File: src/core/strap_pkg.sv
// Package of strap positions, reset defaults and mode codes for the strap latch
package strap_pkg;
  localparam int          ADDR_W          = 5;
  localparam int          MODE_W          = 3;
  localparam int          STRAP_W         = 9;
  // Strap vector bit positions
  localparam int          POS_ADDR0       = 0;
  localparam int          POS_ADDR2       = 2;
  localparam int          POS_MODE0       = 3;
  localparam int          POS_MODE2       = 5;
  localparam int          POS_NEG_DIS     = 6;
  localparam int          POS_NAND_N      = 7;
  localparam int          POS_FILT_DIS    = 8;
  // Internal pull levels: addr 001, mode pulls down, neg pull up, nand pull up, filter pull down
  localparam logic [8:0]  PULL_DEFAULT    = 9'h0C1;
  localparam logic [1:0]  ADDR_HIGH_ZERO  = 2'h0;
  localparam int          CTRL_NEG_BIT    = 12;
  typedef enum logic [2:0] {
    MODE_RSVD0    = 3'b000,
    MODE_NORMAL   = 3'b001,
    MODE_B2B_XO   = 3'b101,
    MODE_NORM_XO  = 3'b111
  } mode_code_t;
endpackage

File: src/core/strap_if.sv
// Interface carrying the two-flop synchronised strap vector and reset edge
`timescale 1ns/100ps
interface strap_if;
  logic [strap_pkg::STRAP_W-1:0] straps;
  logic                          capture;
  modport src (output straps, output capture);
  modport dst (input straps, input capture);
endinterface

File: src/core/phy_strap_config_latch.sv
// Strap-in configuration latch captured at reset release
`timescale 1ns/100ps
// What this block does
// RULE1: The three address straps are sampled at reset release and give a management address of 0 to 7.
// RULE2: With no board resistors the internal pulls yield management address 00001.
// RULE3: The top two of the five address bits are always zero.
// RULE4: The three mode straps are captured at reset release.
// RULE5: Mode 001 is normal with crossover off, 101 back-to-back with crossover on, 111 normal with crossover on; others reserved.
// RULE6: Negotiation strap high (default) disables auto-negotiation, low enables it.
// RULE7: The captured negotiation strap loads control bit 12 at reset release, and software may override it later.
// RULE8: Interrupt-pin strap low at release enters NAND-tree test; high is normal.
// RULE9: Receive-error strap high at release disables the emission filter; low keeps it on.
// RULE10: Strap pins are pulled inputs only in reset and become outputs after release.
// RULE11: The board should add 4.7 kilohm pulls on straps shared with receive lines a MAC may drive in reset.
// RULE12: Latched values other than the negotiation bit hold until the next reset.
module phy_strap_config_latch (
  input  wire logic       clk_sys,                         // System clock, 100 MHz
  input  wire logic       reset,                           // Synchronous chip reset, active high
  input  wire logic       addr_strap_bit2_in,              // Address strap 2 pin input
  input  wire logic       addr_strap_bit1_in,              // Address strap 1 pin input
  input  wire logic       addr_strap_bit0_in,              // Address strap 0 pin input
  input  wire logic       mode_strap_bit2_in,              // Mode strap 2 pin input
  input  wire logic       mode_strap_bit1_in,              // Mode strap 1 pin input
  input  wire logic       mode_strap_bit0_in,              // Mode strap 0 pin input
  input  wire logic       negotiation_disable_strap_in,    // Negotiation strap pin input
  input  wire logic       irq_out_in,                      // Interrupt pin level, NAND-tree strap
  input  wire logic       emission_filter_disable_strap_in,// Receive-error pin level, filter strap
  input  wire logic [8:0] func_out,                        // Normal output levels, strap bit order
  input  wire logic       sw_neg_wr,                       // Software write strobe for control bit 12
  input  wire logic       sw_neg_val,                      // Value written to control bit 12
  output logic [8:0]      pin_out,                         // Pin output levels
  output logic [8:0]      pin_oe_n,                        // Pin output enables, low drives
  output logic [8:0]      pull_en,                         // Internal pull enables
  output logic [8:0]      pull_up,                         // Pull direction, high pulls up
  output logic [4:0]      mgmt_addr,                       // Management bus address
  output logic [2:0]      mode_code,                       // Latched mode code
  output logic            mode_reserved,                   // Mode code is a reserved value
  output logic            mode_back_to_back,               // Back-to-back interface selected
  output logic            crossover_en,                    // Automatic crossover enabled
  output logic            ctrl_neg_en,                     // Control bit 12, negotiation enable
  output logic            nand_tree_mode,                  // NAND-tree test mode active
  output logic            emission_filter_off,             // Emission filter disabled
  output logic            config_valid                     // Straps captured since reset
);
  strap_if sif ();

  logic [2:0]  addr_ff;
  logic [2:0]  mode_ff;
  logic        neg_bit_ff;
  logic        nand_ff;
  logic        filt_ff;
  logic        valid_ff;
  logic        in_reset_ff;
  logic        rsvd_ff;
  logic        b2b_ff;
  logic        xo_ff;
  logic [2:0]  nxt_addr;
  logic [2:0]  nxt_mode;
  logic        nxt_neg_bit;
  logic        nxt_nand;
  logic        nxt_filt;
  wire  [8:0]  raw_pins;
  wire         cap;
  wire  [2:0]  cap_mode;

  assign raw_pins = {emission_filter_disable_strap_in, irq_out_in, negotiation_disable_strap_in,
                     mode_strap_bit2_in, mode_strap_bit1_in, mode_strap_bit0_in,
                     addr_strap_bit2_in, addr_strap_bit1_in, addr_strap_bit0_in};

  strap_sync #(.W(strap_pkg::STRAP_W)) u_sync (
    .clk_sys (clk_sys),
    .reset   (reset),
    .pins_in (raw_pins),
    .sif     (sif.src)
  );

  assign cap      = sif.capture;
  assign cap_mode = sif.straps[strap_pkg::POS_MODE2:strap_pkg::POS_MODE0];

  // Pins are pulled inputs while in reset, then driven with their normal function
  always_ff @(posedge clk_sys) begin
    in_reset_ff <= reset;
  end
  assign pull_en  = in_reset_ff ? 9'h1FF : 9'h000;                          // RULE10
  assign pull_up  = strap_pkg::PULL_DEFAULT;                                // RULE2
  assign pin_oe_n = in_reset_ff ? 9'h1FF : 9'h000;                          // RULE10
  assign pin_out  = func_out;

  // Next values: capture on the release strobe, otherwise hold
  assign nxt_addr = cap ? sif.straps[strap_pkg::POS_ADDR2:strap_pkg::POS_ADDR0] : addr_ff; // RULE1
  assign nxt_mode = cap ? cap_mode : mode_ff;                               // RULE4
  assign nxt_nand = cap ? ~sif.straps[strap_pkg::POS_NAND_N] : nand_ff;     // RULE8
  assign nxt_filt = cap ? sif.straps[strap_pkg::POS_FILT_DIS] : filt_ff;    // RULE9

  // Negotiation bit: strap high means disabled; software write wins after release
  always_comb begin
    nxt_neg_bit = neg_bit_ff;
    if (cap) begin
      nxt_neg_bit = ~sif.straps[strap_pkg::POS_NEG_DIS];                    // RULE6 RULE7
    end else if (sw_neg_wr && valid_ff) begin
      nxt_neg_bit = sw_neg_val;                                             // RULE7
    end
  end

  // Reset loads pull defaults so outputs are sane before capture
  always_ff @(posedge clk_sys) begin
    if (reset) begin
      addr_ff    <= strap_pkg::PULL_DEFAULT[strap_pkg::POS_ADDR2:strap_pkg::POS_ADDR0];
      mode_ff    <= strap_pkg::PULL_DEFAULT[strap_pkg::POS_MODE2:strap_pkg::POS_MODE0];
      neg_bit_ff <= ~strap_pkg::PULL_DEFAULT[strap_pkg::POS_NEG_DIS];
      nand_ff    <= ~strap_pkg::PULL_DEFAULT[strap_pkg::POS_NAND_N];
      filt_ff    <= strap_pkg::PULL_DEFAULT[strap_pkg::POS_FILT_DIS];
      valid_ff   <= 1'b0;
    end else begin
      addr_ff    <= nxt_addr;                                               // RULE12
      mode_ff    <= nxt_mode;                                               // RULE12
      neg_bit_ff <= nxt_neg_bit;
      nand_ff    <= nxt_nand;                                               // RULE12
      filt_ff    <= nxt_filt;                                               // RULE12
      valid_ff   <= valid_ff | cap;
    end
  end

  // Decode the code the mode register is about to take, so the registered
  // flags line up with mode_code both in reset and after capture
  wire [2:0] dec_code = reset ? strap_pkg::PULL_DEFAULT[strap_pkg::POS_MODE2:strap_pkg::POS_MODE0] : nxt_mode;
  wire is_b2b  = (dec_code == strap_pkg::MODE_B2B_XO);
  wire is_nxo  = (dec_code == strap_pkg::MODE_NORM_XO);
  wire is_norm = (dec_code == strap_pkg::MODE_NORMAL);

  // Decoded flags come from flip-flops; reserved codes select no interface mode
  always_ff @(posedge clk_sys) begin
    rsvd_ff <= ~(is_b2b | is_nxo | is_norm);                                // RULE5
    b2b_ff  <= is_b2b;                                                      // RULE5
    xo_ff   <= is_b2b | is_nxo;                                             // RULE5
  end

  assign mgmt_addr           = {strap_pkg::ADDR_HIGH_ZERO, addr_ff};        // RULE3
  assign mode_code           = mode_ff;
  assign mode_reserved       = rsvd_ff;                                     // RULE5
  assign mode_back_to_back   = b2b_ff;                                      // RULE5
  assign crossover_en        = xo_ff;                                       // RULE5
  assign ctrl_neg_en         = neg_bit_ff;
  assign nand_tree_mode      = nand_ff;
  assign emission_filter_off = filt_ff;
  assign config_valid        = valid_ff;
endmodule

File: src/core/strap_sync.sv
// Two-flop synchroniser for strap pins plus reset-release capture strobe
`timescale 1ns/100ps
module strap_sync #(
  parameter int W = strap_pkg::STRAP_W
) (
  input  wire logic         clk_sys,   // System clock
  input  wire logic         reset,     // Synchronous reset, active high
  input  wire logic [W-1:0] pins_in,   // Raw strap pin levels
  strap_if.src              sif        // Synchronised straps out
);
  logic [W-1:0] meta_ff;
  logic [W-1:0] sync_ff;
  logic         rst_d_ff;

  // First stage feeds only the second stage
  always_ff @(posedge clk_sys) begin
    meta_ff <= pins_in;
    sync_ff <= meta_ff;
  end

  // Remember reset so its falling edge can be seen
  always_ff @(posedge clk_sys) begin
    if (reset) begin
      rst_d_ff <= 1'b1;
    end else begin
      rst_d_ff <= 1'b0;
    end
  end

  assign sif.straps  = sync_ff;
  assign sif.capture = rst_d_ff & ~reset;
endmodule

File: config.mk
export PLATFORM = sky130hd
export DESIGN_NAME = phy_strap_config_latch
export DESIGN_NICKNAME = d
export VERILOG_FILES = /design/src/core/strap_pkg.sv /design/src/core/strap_if.sv /design/src/core/phy_strap_config_latch.sv /design/src/core/strap_sync.sv
export SDC_FILE = /design/constraint.sdc
export NUM_CORES = 1
export LEC_CHECK = 0
export ABC_AREA = 1
export BUFFER_PORTS_ARGS = -buffer_cell sky130_fd_sc_hd__buf_2
export CORE_UTILIZATION = 44
export CTS_CLUSTER_DIAMETER = 60
export DETAILED_ROUTE_END_ITERATION = 7
export PLACE_DENSITY_LB_ADDON = 0.05
export SYNTH_ARGS = -nofsm -noshare
export SYNTH_HDL_FRONTEND = slang
export SYNTH_SLANG_ARGS = --single-unit
File: constraint.sdc
create_clock -name clk_sys -period 2.2 [get_ports clk_sys]
set_input_delay 0.44 -clock clk_sys [delete_from_list [all_inputs] [get_ports clk_sys]]
set_output_delay 0.44 -clock clk_sys [all_outputs]
set_load 0.02 [all_outputs]
## After elaboration in Yosys (flattened, before gate mapping)

Cells that the tools add are included.

- Equality and inequality tests: 3
- Mux-type cells: 6
- Bitwise logic cells: 8
- Reductions and logical operators: 2

Operators by type and width:

| kind | count |
|---|---|
| $mux W9 | 1 |
| $eq A3 B3 Y1 const B | 2 |
| $mux W3 | 2 |
| $not A1 Y1 | 4 |
| $eq A3 B1 Y1 const B | 1 |
| $mux W1 | 3 |
| $or A1 B1 Y1 | 3 |
| $reduce_bool A2 Y1 | 1 |
| $and A1 B1 Y1 | 1 |
| $logic_and A1 B1 Y1 | 1 |

- Bits in registers: 33
- Input bits: 22
- Output and inout port bits: 51

## Longest topological paths before layout

- Word-level depth: 8
- Gate-level depth with buffers: 6

## Modules after synthesis

From an unflattened synthesis, not the netlist that was laid out.

- Cells, all modules: 121
- Area total of the unflattened synthesis: 1,183.6 µm²

By module, submodules not included:

| module | instances | cells an instance | area each (µm²) | seq. area each (µm²) |
|---|---|---|---|---|
| phy_strap_config_latch | 1 | 100 | 793.3 | 280.3 |
| strap_sync | 1 | 21 | 390.4 | 380.4 |

## Worst setup path before layout

OpenSTA, ideal clock, no wires.

- Path type: register to output
- Start: register in_reset_ff
- End: output pin_oe_n[0]
- Arrival: 877 ps
- Required time: 1,760 ps
- Setup slack: 883 ps
- Cell stages (with the launch flop): 2
- Path buffers: 1
- Cells stage by stage: dfxtp_1 > buf_4

- Word-level cells in the longest chain between the ends: 1

RTL lines:

| element | RTL line | source |
|---|---|---|
| from (decl) | phy_strap_config_latch.sv:53 | `logic in_reset_ff;` |
| from (signal assigned) | phy_strap_config_latch.sv:82 | `in_reset_ff <= reset;` |
| $mux W9 | phy_strap_config_latch.sv:86 | `assign pin_oe_n = in_reset_ff ? 9'h1FF : 9'h000;` |
| to (decl) | phy_strap_config_latch.sv:32 | `output logic [8:0] pin_oe_n,` |

No other way between the ends.

## Final worst setup path

- Start: register in_reset_ff
- End: output pin_oe_n[6]

Same word-level chain as after synthesis.

==> out/metrics.yaml <==
status: "finished, final reports clean"
worstSkewPairLatency_ns: 0.31
die_x_um: 52.8
postLayoutCellArea_um2: 1170
cts_resized: 0
seqCellArea_um2: 641
grt_first_pass_wirelength_um: 2160
drt-met1-wl_um: 581
totalWireLength_um: 1390
synth_top_area_cell: "dfxtp_1"
ys_seq_elements: 32
grt_max_degree: 23
finalCritPeriodShare: 0.777
cp-startpoint: "in_reset_ff$_DFF_P_"
synth_cell_types: 13
ir_drop_mv: 0.568
clk_pin_slew_ns: 0.08
async_reset_ff_frac: 0
fin_skew_ns: 0.00822
p_int_uw: 759
viasPerCell: 4.23
p_comb_frac: 0.130
n_antenna_cell: 0
crit_fanout: 22
crit_type: "register to output pin"
yosysWarnings: 0
first_pass_iters: 6
ctsHtreeMaxLevel: 2
holdCritPathClass: "input pin to register"
timing.fmax_ghz: 0.585
rsz0062_at_grt: "no"
netSwitchingFraction: 0.258
drtIter0Drc: 9
synth.area.top_cells: "dfxtp_1 (56%), buf_4 (25%), nand2_1 (4.6%)"
worstReg2RegEnd: "mode_reserved$_DFF_P_"
synthDominantCellAreaShare: 0.564
antenna_found_initial: 0
cts_tree: "yes"
dp_hpwl_um: 996
clockBufferDepth: 2
synthesis.area_um2: 1130
die_h_um: 52.8
synth-edff-count: 0
synthTopCellsByCount: "buf_4 (38), dfxtp_1 (32), nand2_1 (14)"
postPlaceCellArea_um2: 1130
fill_cells: 242
ys_seq_area_frac: 0.564
initial_utilization: 0.462
hold_violations: 0
rows: 18
end_kind: "output pin"
drv_slew: 0
postCtsSetupRepairBufs: 0
track_usage: 0.119
final_util: 0.477
syn_inst: 119
power_density_nw_per_um2: 874
min_from: "negotiation_disable_strap_in"
max_stage_delay_ns: 0.49
vias: 711
synth.most_common_cell: "buf_4"
root_buffer: "clkbuf_4"
drcViolationCount: 0
nNetsFinal: 162
io_pins: 73
maxCapViolations: 0
power_leakage_uw: 0.000632
critPathArrivalTime_ns: 1.27
cp.required_ns: 1.76
clkSinkCount: 32
synth_area_per_cell_um2: 9.54
syn2layout_area_growth_pct: 3.09
cp_slowest_cell: "dfxtp_1"
ant_nets: 0
portBuffers: 43
dieArea_um2: 2790
endpoint: "pin_oe_n[6]"
hold_buffers: 0
finalCriticalPeriod_ns: 1.71
grt_pass1_vias: 568
post_drt_wl_per_cell_um: 8.26
r2r_slack_ns: 0.99
coreArea_um2: 2450
setup_viol: 0
wl_met2_um: 609
met3_length_um: 144
ys.flop_type: "dfxtp_1"
cp-start-kind: "register"
r2r_start: "in_reset_ff$_DFF_P_"
power_frac_seq: 0.611
stdcell_count: 168
gp_congestion: 0.738
netSwitchingPower_uw: 264
crit_chain: "buf_4, buf_2"
highest_layer: "met4"
clockPowerShare: 0.260
r2r_cells: 6
drive_above_1_share: 0.362
dp_cells: 163
cts_made_buffers: 5
tns_ns: 0
grt_overflow: 0
multi_input_area_um2: 201
==> critical path: cells and delay by family, from the launching register on <==
family / cells / cell delay, ns
buffers and inverters: 2 / 0.46
DFF: 1 / 0.49
==> logic make-up (layout without fill, tap and decap cells) <==
logic type	Yosys count	count (layout)	synth area share
compound gates	6	6	0.0287
buf+inv	47	57	0.288
flops	32	32	0.564
other cells	2	11	0.00662
simple gates	32	32	0.112
==> layer usage <==
metal / GRT usage / vias to the layer above
li1: - / 352
met1: 0.105 / 308
met2: 0.179 / 44
met3: 0.0609 / 7
met4: 0.136 / 0
met5: 0 / -
==> registers in the layout, summed over array words and instances (netlist names) <==
register	cells
u_sync.meta_ff	9
u_sync.sif.straps	9
addr_ff	3
mode_code	3
config_valid	1
crossover_en	1
ctrl_neg_en	1
emission_filter_off	1
in_reset_ff	1
mode_back_to_back	1
mode_reserved	1
nand_tree_mode	1
==> placed cells by master (no fill, tap or decap) <==
cell / synthesis / final
a21oi_1: 1 / 1
nand2_1: 14 / 14
o21ai_1: 1 / 1
clkbuf_4: 0 / 5
dfxtp_1: 32 / 32
buf_4: 38 / 1
nand3_1: 4 / 4
conb_1: 2 / 11
o21ai_0: 3 / 3
buf_2: 0 / 43
nor2_1: 13 / 13
nand2_2: 1 / 1
inv_1: 8 / 8
a211oi_1: 1 / 1
==> worst min path at each step <==
| stage | slack, ns | endpoint | cells past startpoint |
|---|---|---|---|
| after floorplan | 0.31 | u_sync.sif.straps[0]$_DFF_P_ | 0 |
| after global placement | 0.31 | u_sync.sif.straps[2]$_DFF_P_ | 0 |
| after detailed placement | 0.31 | u_sync.sif.straps[7]$_DFF_P_ | 0 |
| after CTS | 0.21 | u_sync.meta_ff[6]$_DFF_P_ | 1 |
| after global routing | 0.20 | u_sync.meta_ff[7]$_DFF_P_ | 1 |
| final | 0.22 | u_sync.meta_ff[6]$_DFF_P_ | 1 |
==> power by group through the flow <==
stage / clock network [uW] / registers (uW) / logic [uW]
final: 265 / 625 / 133
after floorplan: 0 / 658 / 130
after CTS: 277 / 625 / 134
after global placement: 0 / 639 / 133
after global routing: 311 / 629 / 148
after detailed placement: 0 / 639 / 133
==> cell type report <==
type	instances	share of cell area
flip-flops and latches	32	0.548
clock buffers	5	0.0321
inverters	8	0.0257
repair buffers	44	0.190
multi-input cells	49	0.172
well taps	30	0.0321
==> stage by stage <==
step | power (uW) | hold slack (ns) | worst slack [ns]
global placement | 772 | 0.311 | 0.859
floorplan | 788 | 0.310 | 0.883
CTS | 1040 | 0.206 | 0.470
finish | 1020 | 0.220 | 0.490
global route | 1090 | 0.196 | 0.362
detailed placement | 772 | 0.312 | 0.831
(Power assumes the default switching activity.)
